--- src/rtl/cdbs_defs.svh ---
// Constants of the processor to DMA bus access stretcher
`ifndef CDBS_DEFS_SVH
`define CDBS_DEFS_SVH

// ----------------------------------------------------------------
// Clocking
// ----------------------------------------------------------------
`define CDBS_SYS_CLK_HZ     250000000
`define CDBS_SM_CLK_HZ      12000000
`define CDBS_TICK_DIV       (`CDBS_SYS_CLK_HZ / `CDBS_SM_CLK_HZ)
`define CDBS_PHASE_DIV      4

// ----------------------------------------------------------------
// Sequencer delays in state machine ticks
// ----------------------------------------------------------------
`define CDBS_ASEL_TICKS     1
`define CDBS_STROBE_TICKS   2
`define CDBS_STOP_TICKS     4

// ----------------------------------------------------------------
// Address decode, processor side
// ----------------------------------------------------------------
`define CDBS_BUF_LSB        13
`define CDBS_BUF0_PAGE      3'h2
`define CDBS_BUF1_PAGE      3'h3
`define CDBS_IO_LSB         11
`define CDBS_DDC_PAGE       5'h02
`define CDBS_IFC_PAGE       5'h03
`define CDBS_CTRL_PAGE      5'h04
`define CDBS_STAT_PAGE      5'h05

// ----------------------------------------------------------------
// Reset values
// ----------------------------------------------------------------
`define CDBS_CTRL_RST       8'h00
`define CDBS_RDATA_RST      8'h00

`endif

--- src/rtl/cdbs_pkg.sv ---
// Types of the processor to DMA bus access stretcher
package cdbs_pkg;

    // ----------------------------------------------------------------
    // Clock state machine, one-hot
    // ----------------------------------------------------------------
    typedef enum logic [4:0] {
        CDBS_P0  = 5'b00001,
        CDBS_P1  = 5'b00010,
        CDBS_P2  = 5'b00100,
        CDBS_P3  = 5'b01000,
        CDBS_STR = 5'b10000
    } cdbs_state_t;

    // ----------------------------------------------------------------
    // Carriers
    // ----------------------------------------------------------------
    typedef struct packed {
        logic [15:0] addr;
        logic        rw;
        logic        vma;
        logic [7:0]  wdata;
    } cdbs_cpu_bus_t;

    typedef struct packed {
        logic       transfer_request;
        logic       command_data;
        logic       rg_delay_load;
        logic       eeprom_data;
        logic       drive_sel;
        logic [2:0] head_sel;
    } cdbs_ctrl_t;

    typedef struct packed {
        logic command_complete;
        logic config_status;
        logic attention;
        logic transfer_ack;
        logic ready;
        logic sector;
        logic index;
    } cdbs_status_t;

endpackage

--- src/rtl/cdbs_bridge.sv ---
// Processor clock generator, stretcher and DMA bus bridge control
`include "cdbs_defs.svh"

module cdbs_bridge #(
    parameter int unsigned TICK_DIV = `CDBS_TICK_DIV
) (
    input  wire logic                   sys_clk,
    input  wire logic                   rst,
    input  wire logic                   power_valid,
    input  wire cdbs_pkg::cdbs_cpu_bus_t cpu_bus,
    output logic [7:0]                  cpu_rdata,
    output logic                        cpu_e,
    output logic                        cpu_q,
    output logic                        cpu_bus_request_n,
    input  wire logic                   cpu_grant,
    input  wire logic                   local_xfer_active,
    input  wire logic                   remote_xfer_active,
    input  wire logic                   remote_buf1_sel,
    output logic                        bridge_xcvr_enable_n,
    output logic                        upper_xcvr_enable_n,
    output logic                        buf0_cs_n,
    output logic                        buf1_cs_n,
    output logic                        iface_cs_n,
    output logic                        dma_read_strobe_n,
    output logic                        dma_write_strobe_n,
    output cdbs_pkg::cdbs_ctrl_t        drive_ctrl,
    input  wire cdbs_pkg::cdbs_status_t drive_status
);

    // ----------------------------------------------------------------
    // Reset and state machine tick
    // ----------------------------------------------------------------
    wire  logic        rst_all = rst || !power_valid;
    logic [7:0]        div_q;
    logic              tick_q;

    always_ff @(posedge sys_clk)
    begin
        if (rst_all)
        begin
            div_q  <= 8'h00;
            tick_q <= 1'b0;
        end
        else
        begin
            div_q  <= (div_q == 8'(TICK_DIV - 1)) ? 8'h00 : div_q + 8'h01;
            tick_q <= (div_q == 8'(TICK_DIV - 1));
        end
    end

    // ----------------------------------------------------------------
    // Chip select decoder
    // ----------------------------------------------------------------
    wire logic [2:0] buf_page = cpu_bus.addr[15:`CDBS_BUF_LSB];
    wire logic [4:0] io_page  = cpu_bus.addr[15:`CDBS_IO_LSB];
    wire logic hit_buf0 = cpu_bus.vma && (buf_page == `CDBS_BUF0_PAGE);
    wire logic hit_buf1 = cpu_bus.vma && (buf_page == `CDBS_BUF1_PAGE);
    wire logic hit_ddc  = cpu_bus.vma && (io_page == `CDBS_DDC_PAGE);
    wire logic hit_ifc  = cpu_bus.vma && (io_page == `CDBS_IFC_PAGE);
    wire logic hit_ctrl = cpu_bus.vma && (io_page == `CDBS_CTRL_PAGE);
    wire logic hit_stat = cpu_bus.vma && (io_page == `CDBS_STAT_PAGE);
    wire logic dma_sel  = hit_buf0 || hit_buf1 || hit_ddc || hit_ifc;

    // ----------------------------------------------------------------
    // Clock state machine
    // ----------------------------------------------------------------
    cdbs_pkg::cdbs_state_t state_q;
    cdbs_pkg::cdbs_state_t state_d;
    logic                  stretch_done;

    always_comb
    begin
        state_d = state_q;
        if (tick_q)
        begin
            unique case (state_q)
                cdbs_pkg::CDBS_P0:  state_d = cdbs_pkg::CDBS_P1;
                cdbs_pkg::CDBS_P1:  state_d = cdbs_pkg::CDBS_P2;
                cdbs_pkg::CDBS_P2:  state_d = dma_sel ? cdbs_pkg::CDBS_STR : cdbs_pkg::CDBS_P3;
                cdbs_pkg::CDBS_P3:  state_d = cdbs_pkg::CDBS_P0;
                cdbs_pkg::CDBS_STR: state_d = stretch_done ? cdbs_pkg::CDBS_P0 : cdbs_pkg::CDBS_STR;
                default:            state_d = cdbs_pkg::CDBS_P0;
            endcase
        end
    end

    always_ff @(posedge sys_clk)
    begin
        if (rst_all)
            state_q <= cdbs_pkg::CDBS_P0;
        else
            state_q <= state_d;
    end

    wire logic in_str = (state_q == cdbs_pkg::CDBS_STR);
    assign cpu_e = (state_q == cdbs_pkg::CDBS_P2) || (state_q == cdbs_pkg::CDBS_P3) || in_str;
    assign cpu_q = (state_q == cdbs_pkg::CDBS_P1) || (state_q == cdbs_pkg::CDBS_P2);
    assign cpu_bus_request_n = !in_str;

    // ----------------------------------------------------------------
    // Grant sequencer
    // ----------------------------------------------------------------
    logic addr_select_phase;
    logic strobe_phase;

    cdbs_tick_delay #(.TICKS(`CDBS_ASEL_TICKS)) u_asel (
        .sys_clk (sys_clk),
        .rst     (rst_all),
        .tick    (tick_q),
        .clr     (!cpu_grant),
        .start   (cpu_grant),
        .done    (addr_select_phase)
    );

    cdbs_tick_delay #(.TICKS(`CDBS_STROBE_TICKS)) u_strobe (
        .sys_clk (sys_clk),
        .rst     (rst_all),
        .tick    (tick_q),
        .clr     (!cpu_grant),
        .start   (addr_select_phase),
        .done    (strobe_phase)
    );

    cdbs_tick_delay #(.TICKS(`CDBS_STOP_TICKS)) u_stop (
        .sys_clk (sys_clk),
        .rst     (rst_all),
        .tick    (tick_q),
        .clr     (!cpu_grant),
        .start   (strobe_phase),
        .done    (stretch_done)
    );

    // ----------------------------------------------------------------
    // Transceivers, chip selects and strobes
    // ----------------------------------------------------------------
    wire logic cpu_path = addr_select_phase && in_str && !local_xfer_active;
    wire logic upper_cpu    = cpu_path && hit_buf1;
    wire logic upper_remote = remote_xfer_active && remote_buf1_sel;

    assign bridge_xcvr_enable_n = !cpu_path;
    assign upper_xcvr_enable_n  = !(local_xfer_active || upper_remote || upper_cpu);
    assign buf0_cs_n            = !(cpu_path && hit_buf0);
    assign buf1_cs_n            = !(cpu_path && hit_buf1);
    assign iface_cs_n           = !(cpu_path && hit_ifc);
    assign dma_read_strobe_n    = !(cpu_path && strobe_phase && cpu_bus.rw);
    assign dma_write_strobe_n   = !(cpu_path && strobe_phase && !cpu_bus.rw);

    // ----------------------------------------------------------------
    // Control bit latch and status port
    // ----------------------------------------------------------------
    logic [7:0] ctrl_q;
    logic [7:0] rdata_q;
    wire  logic ctrl_wr = tick_q && (state_q == cdbs_pkg::CDBS_P3) && hit_ctrl && !cpu_bus.rw;

    always_ff @(posedge sys_clk)
    begin
        if (rst_all)
            ctrl_q <= `CDBS_CTRL_RST;
        else if (ctrl_wr)
            ctrl_q <= cpu_bus.wdata;
    end

    always_ff @(posedge sys_clk)
    begin
        if (rst_all)
            rdata_q <= `CDBS_RDATA_RST;
        else if (hit_stat && cpu_bus.rw)
            rdata_q <= {1'b0, drive_status};
        else
            rdata_q <= `CDBS_RDATA_RST;
    end

    assign drive_ctrl = cdbs_pkg::cdbs_ctrl_t'(ctrl_q);
    assign cpu_rdata  = rdata_q;

    // ----------------------------------------------------------------
    // Checks
    // ----------------------------------------------------------------
    logic [3:0] asel_ticks_q;
    logic [3:0] strobe_ticks_q;

    always_ff @(posedge sys_clk)
    begin
        if (rst_all || !addr_select_phase)
            asel_ticks_q <= 4'h0;
        else if (tick_q && asel_ticks_q != 4'hF)
            asel_ticks_q <= asel_ticks_q + 4'h1;
    end

    always_ff @(posedge sys_clk)
    begin
        if (rst_all || !strobe_phase)
            strobe_ticks_q <= 4'h0;
        else if (tick_q && strobe_ticks_q != 4'hF)
            strobe_ticks_q <= strobe_ticks_q + 4'h1;
    end

    bridge_only_grant_a: assert property (@(posedge sys_clk) disable iff (rst_all)
        !bridge_xcvr_enable_n |-> cpu_grant && dma_sel && !local_xfer_active)
        else $error("bridge enabled without grant or target");

    local_upper_a: assert property (@(posedge sys_clk) disable iff (rst_all)
        local_xfer_active |-> !upper_xcvr_enable_n && bridge_xcvr_enable_n)
        else $error("local transfer without both halves");

    remote_upper_a: assert property (@(posedge sys_clk) disable iff (rst_all)
        remote_xfer_active && !local_xfer_active && !upper_cpu |-> upper_xcvr_enable_n == !remote_buf1_sel)
        else $error("upper transceiver wrong for remote transfer");

    stretch_hold_a: assert property (@(posedge sys_clk) disable iff (rst_all)
        in_str |-> cpu_e && !cpu_q && !cpu_bus_request_n)
        else $error("stretch clocks wrong");

    stretch_exit_a: assert property (@(posedge sys_clk) disable iff (rst_all)
        in_str && tick_q && stretch_done |=> !cpu_e && cpu_bus_request_n)
        else $error("stretch exit wrong");

    divide_four_a: assert property (@(posedge sys_clk) disable iff (rst_all)
        state_q == cdbs_pkg::CDBS_P0 && tick_q |=> cpu_q && !cpu_e ##1 cpu_q [*3])
        else $error("divide by four broken");

    asel_after_grant_a: assert property (@(posedge sys_clk) disable iff (rst_all)
        tick_q && cpu_grant && !addr_select_phase && $past(cpu_grant) |=> addr_select_phase)
        else $error("address select late");

    strobe_delay_a: assert property (@(posedge sys_clk) disable iff (rst_all)
        $rose(strobe_phase) |-> asel_ticks_q == 4'h2)
        else $error("strobe phase not two ticks after select");

    stop_delay_a: assert property (@(posedge sys_clk) disable iff (rst_all)
        $rose(stretch_done) |-> strobe_ticks_q == 4'h4)
        else $error("stretch done not four ticks after strobe");

    grant_clear_a: assert property (@(posedge sys_clk) disable iff (rst_all)
        !cpu_grant |=> !addr_select_phase && !strobe_phase && !stretch_done)
        else $error("sequencer not cleared on grant drop");

    ctrl_write_a: assert property (@(posedge sys_clk) disable iff (rst_all)
        ctrl_wr |=> drive_ctrl == $past(cpu_bus.wdata))
        else $error("control latch missed write");

    reset_idle_a: assert property (@(posedge sys_clk)
        rst_all |=> state_q == cdbs_pkg::CDBS_P0 && ctrl_q == `CDBS_CTRL_RST && bridge_xcvr_enable_n)
        else $error("reset did not idle");

    // ----------------------------------------------------------------
    // Select, strobe, transceiver, stretch, grant, control and status checks
    // ----------------------------------------------------------------
    ddc_no_select_a: assert property (@(posedge sys_clk) disable iff (rst_all)
        hit_ddc |-> buf0_cs_n && buf1_cs_n && iface_cs_n)
        else $error("chip select driven for controller access");

    select_needs_bridge_a: assert property (@(posedge sys_clk) disable iff (rst_all)
        !(buf0_cs_n && buf1_cs_n && iface_cs_n) |-> !bridge_xcvr_enable_n && addr_select_phase)
        else $error("chip select without bridge enable");

    strobe_read_a: assert property (@(posedge sys_clk) disable iff (rst_all)
        !dma_read_strobe_n |-> strobe_phase && cpu_bus.rw && !bridge_xcvr_enable_n)
        else $error("read strobe out of phase");

    strobe_write_a: assert property (@(posedge sys_clk) disable iff (rst_all)
        !dma_write_strobe_n |-> strobe_phase && !cpu_bus.rw && !bridge_xcvr_enable_n)
        else $error("write strobe out of phase");

    upper_cpu_a: assert property (@(posedge sys_clk) disable iff (rst_all)
        !bridge_xcvr_enable_n && !remote_xfer_active |-> upper_xcvr_enable_n == !hit_buf1)
        else $error("upper transceiver wrong for processor access");

    stretch_entry_a: assert property (@(posedge sys_clk) disable iff (rst_all)
        state_q == cdbs_pkg::CDBS_P2 && tick_q && dma_sel |=> in_str && !cpu_bus_request_n)
        else $error("stretch not started for DMA target");

    no_stretch_a: assert property (@(posedge sys_clk) disable iff (rst_all)
        state_q == cdbs_pkg::CDBS_P2 && tick_q && !dma_sel |=> state_q == cdbs_pkg::CDBS_P3 && cpu_e && !cpu_q)
        else $error("clock stretched without DMA target");

    asel_needs_grant_a: assert property (@(posedge sys_clk) disable iff (rst_all)
        addr_select_phase |-> $past(cpu_grant))
        else $error("address select without grant");

    ctrl_hold_a: assert property (@(posedge sys_clk) disable iff (rst_all)
        !ctrl_wr |=> $stable(drive_ctrl))
        else $error("control bits changed without write");

    stat_read_a: assert property (@(posedge sys_clk) disable iff (rst_all)
        hit_stat && cpu_bus.rw |=> cpu_rdata == {1'b0, $past(drive_status)})
        else $error("status port read wrong");

    stat_idle_a: assert property (@(posedge sys_clk) disable iff (rst_all)
        !(hit_stat && cpu_bus.rw) |=> cpu_rdata == 8'h00)
        else $error("status data outside a read");

endmodule

--- src/rtl/cdbs_tick_delay.sv ---
// Level that rises a set number of ticks after its input rises
module cdbs_tick_delay #(
    parameter int unsigned TICKS = 1
) (
    input  wire logic sys_clk,
    input  wire logic rst,
    input  wire logic tick,
    input  wire logic clr,
    input  wire logic start,
    output logic      done
);

    logic [3:0] cnt_q;
    logic       done_q;
    wire  logic last = (cnt_q == 4'(TICKS - 1));

    always_ff @(posedge sys_clk)
    begin
        if (rst || clr || !start)
        begin
            cnt_q  <= 4'h0;
            done_q <= 1'b0;
        end
        else if (tick && !done_q)
        begin
            cnt_q  <= last ? cnt_q : cnt_q + 4'h1;
            done_q <= last;
        end
    end

    assign done = done_q;

endmodule

--- config.mk ---
export PLATFORM = sky130hd
export DESIGN_NAME = cdbs_bridge
export DESIGN_NICKNAME = d
export VERILOG_FILES = /design/src/rtl/cdbs_pkg.sv /design/src/rtl/cdbs_bridge.sv /design/src/rtl/cdbs_tick_delay.sv
export VERILOG_INCLUDE_DIRS = /design/src /design/src/rtl
export SDC_FILE = /design/constraint.sdc
export NUM_CORES = 1
export LEC_CHECK = 0
export BUFFER_PORTS_ARGS = -buffer_cell sky130_fd_sc_hd__buf_2
export CAP_MARGIN = 20
export CORE_MARGIN = 5
export CORE_UTILIZATION = 50
export DETAILED_ROUTE_END_ITERATION = 10
export GPL_TIMING_DRIVEN = 0
export HOLD_SLACK_MARGIN = 0.03
export PLACE_DENSITY = 0.78
export SETUP_SLACK_MARGIN = 0.3
export SYNTH_ARGS = -nofsm -noshare
export SYNTH_HDL_FRONTEND = slang
export SYNTH_SLANG_ARGS = --single-unit
--- constraint.sdc ---
create_clock -name sys_clk -period 1.5 [get_ports sys_clk]
set_input_delay 0.075 -clock sys_clk [delete_from_list [all_inputs] [get_ports sys_clk]]
set_output_delay 0.075 -clock sys_clk [all_outputs]
set_load 0.005 [all_outputs]
==> implementation parameters <==
Parameter                              Value

CTS
  Clock tree from TritonCTS ... built
  Clock slew at reported path FFs ... 80 ps
  Skew-Pair Late Insertion Delay ... 290 ps
  CTS H-Tree Depth ... 2
  Clock Root Buffer ... clkbuf_8
  Sinks on the clock net ... 44
  Number of buffers created by CTS ... 5
  Maximum clock path buffer count ... 2

Route
  Routed metal-1 wire length ... 2600 µm
  Total DRC errors in the routed layout ... 0
  Number of vias per cell ... 5.75
  DRC marker count from the first detailed-route iteration ... 120
  DRT Wirelength ... 7300 µm
  Average wire per cell in the routed design ... 19.2 µm
  Number of optimization iterations in the first detailed-route pass ... 4
  Wire length on met2 ... 4050 µm
  Uppermost signal routing layer after detailed routing ... met4
  Routed length on met3 ... 355 µm
  Number of vias in the routed layout ... 2,190
  Remaining antenna violation count ... 0

Timing
  Final Setup Violations ... 17
  Minimum setup slack in the final design ... -172 ps
  Setup repair after global routing missed its margin ... true
  Max-slew violation total from the final report ... 0
  Clock Skews ... 9.15 ps
  Upper clock frequency limit ... 0.598 GHz
  Period minus WS final ... 1670 ps
  Worst hold-check slack ... 31.0 ps
  Final hold violations ... 0
  Final cycle utilization of the critical path ... 111%

Synthesis
  EDFF count, synth ... 0
  Async SR Flop Fraction ... 0%
  Commonest register cell after synthesis ... dfxtp_1
  Post-synthesis register bit count ... 44
  Netlist area before placement ... 2100 µm²
  Number of distinct library cells after synthesis ... 48
  Synthesis warning total ... 0
  Sequential share of the synthesized area ... 41.9%
  Net count after synthesis ... 274
  Post-Syn Area per Cell ... 9.22 µm²
  Number of instances in the synthesized netlist ... 228

Pwr
  Pwr per Cell Area ... 625 nW/µm²
  Peak supply drop ... 0.000710 V
  Static power due to leakage ... 0.00131 µW

GRT
  Global-route wire length before repair ... 9800 µm
  Number of antenna violations at the first check in global routing ... 0
  Maximum number of pins on one net before global-route repair ... 13
  Remaining Overflow, GRT ... 0
  Global routing usage summed across all routing layers ... 23.1%
  Via count of the first global-routing pass ... 2,054

Cells and area
  Share of final-layout standard cells stronger than drive strength 1 ... 52.6%
  Filler Cell Count ... 246
  Synthesis-to-finish area growth ... 57.0%
  Inserted Diodes ... 0
  Number of non-filler instances in the completed layout ... 381
  Number of nets in the finished design ... 376
  Final Core Density ... 82.0%

Setup path
  Critical Path RT ... 1420 ps
  Crit path capture type ... output pin
  Logic depth of the worst register-to-register path ... 7
  Data arrival time of the critical path ... 1600 ps
  Worst path slowest cell ... dfxtp_2
  Worst Path Class, Setup ... reg -> out
  Type of origin of the critical path ... flip-flop
  Max incr delay on CP ... 320 ps
  Critical path peak fanout ... 6
  Cell-by-cell listing of the critical path ... buf_6 -> nor2_4 -> and4_1 -> and2b_2 -> nand4b_1 -> buf_2

Run
  Max-cap violations ... 0

Placed design
  Final HPWL from detailed placement ... 3490 µm
  Total of buffers placed on input and output ports ... 53
  Pre-CTS setup slack ... -48.9 ps
  Final GP Congestion ... 0.833
  Placed Cells incl. Taps ... 331

Floorplanning
  Initial Util ... 52.2%
  Die boundary width ... 74.9 µm
  Std-Cell Core Area ... 4030 µm²
  I/O pin total ... 66
  Die Outline Area ... 5600 µm²
  Cell Rows ... 23
  Height of the die ... 74.9 µm

Run status
  Violated checks ... setup timing
  Status ... complete, but fails checks

Hold path
  Hold Crit Class ... in -> reg
  Count of cells along the worst hold path ... 3
-- metal layers --
metal / vias up / track usage [%]
met5: - / 0
met4: 0 / 10.1
met3: 32 / 4.41
met2: 90 / 41.8
met1: 1075 / 26.2
li1: 993 / -
-- synth_stat cells (3+ instances only) --
library cell / number / area [µm²]
buf_6: 5 / 56.3
nand4_1: 3 / 18.8
nor2b_1: 5 / 31.3
xor2_1: 8 / 70.1
nor3_1: 9 / 45.0
and3_1: 4 / 25.0
dfxtp_1: 44 / 881
a21oi_1: 7 / 35.0
xnor2_1: 8 / 70.1
o21ai_2: 8 / 70.1
and2_1: 7 / 43.8
nor2_1: 31 / 116
ha_1: 6 / 75.1
nor3b_1: 4 / 30.0
nand3b_1: 3 / 22.5
nand2_1: 15 / 56.3
nand3_1: 18 / 90.1
inv_1: 4 / 15.0
-- worst max-delay path: cells and delay by family, from the launching register on --
kind | cells | cell delay [ps]
and+or+nand+nor | 4 | 710
DFF | 1 | 320
buffers and inverters | 2 | 270
-- power breakdown --
part,total (µW),switching [µW],leakage (µW),internal (µW)
Sequential,1170,4.15,0.000362,1160
Combinational,136,67.8,0.000907,68.6
Clock,758,382,0.0000455,376
Total,2060,454,0.00131,1610
-- final cells by class --
| cell class | count | area [µm²] | share of cell area (%) |
|---|---|---|---|
| inverter | 5 | 21.3 | 0.644 |
| buffer | 11 | 109 | 3.30 |
| tap | 50 | 62.6 | 1.89 |
| sequential | 44 | 908 | 27.5 |
| clock buffer | 8 | 90.1 | 2.73 |
| multi-input combinational | 168 | 1420 | 43.0 |
| timing repair buffer | 95 | 689 | 20.9 |
-- kinds of logic after synthesis --
| family | after synthesis | share of synthesized area [%] |
|---|---|---|
| DFF | 44 | 41.9 |
| adders and majority gates | 6 | 3.57 |
| muxes | 2 | 0.952 |
| and+or+nand+nor | 119 | 33.5 |
| other | 1 | 0.178 |
| xor gates and xnor gates | 16 | 6.66 |
| buffers and inverters | 16 | 5.00 |
| AOI/OAI and AO/OA | 24 | 8.27 |
-- per-stage QoR --
stage / TNS, ps / total power (µW) / area, µm²
2_1_floorplan: 0 / 1240 / 2120
3_3_place_gp: -21.8 / 1290 / 2450
3_5_place_dp: -130 / 1300 / 2450
4_1_cts: -807 / 2060 / 3080
5_1_grt: -2440 / 2140 / 3300
6_report: -1500 / 2060 / 3300
-- cell usage in the layout (no fill, tap or decap), types with 3 or more instances in the layout --
master / n
a21oi_1: 6
and2_1: 7
and3_1: 4
buf_2: 54
buf_4: 18
buf_6: 16
buf_8: 5
clkbuf_8: 6
dfxtp_1: 30
dfxtp_2: 10
dfxtp_4: 4
dlygate4sd3_1: 10
ha_4: 4
inv_2: 3
nand2_1: 13
nand3_1: 11
nand3_2: 9
nand3b_1: 3
nand4_1: 3
nor2_1: 27
nor2b_1: 5
nor3_1: 3
nor3_2: 4
nor3b_4: 5
nor4b_4: 4
o21ai_2: 8
xnor2_1: 7
xor2_1: 8
-- state kept, by name, indices dropped and copies added, names as in the netlist --
signal and count:
div_q 8, u_strobe.cnt_q 4, u_asel.cnt_q 4, u_strobe.done 1
u_asel.done 1, u_stop.done 1, cpu_rdata 7, tick_q 1
u_stop.cnt_q 4, state_q 5, drive_ctrl 8
-- path summary, 6_finish.rpt --
check / slack (ps) / end / start
worst max-delay path: -170 / buf0_cs_n / state_q[2]
worst min-delay path: 30 / drive_ctrl[6] / cpu_bus[6]
worst min register to register: 460 / drive_ctrl[5] / drive_ctrl[5]
worst max register to register: -70 / drive_ctrl[7] / state_q[0]
-- repair_timing --
action                                  CTS  global route
pin swaps                                31            16
resized for setup                        60            40
setup buffers                            24             7
gates cloned                              1             0
hold buffers                             10             0
endpoints found under the setup margin   37            39
hold endpoints to repair                 10             0
(Power assumes the default switching activity.)
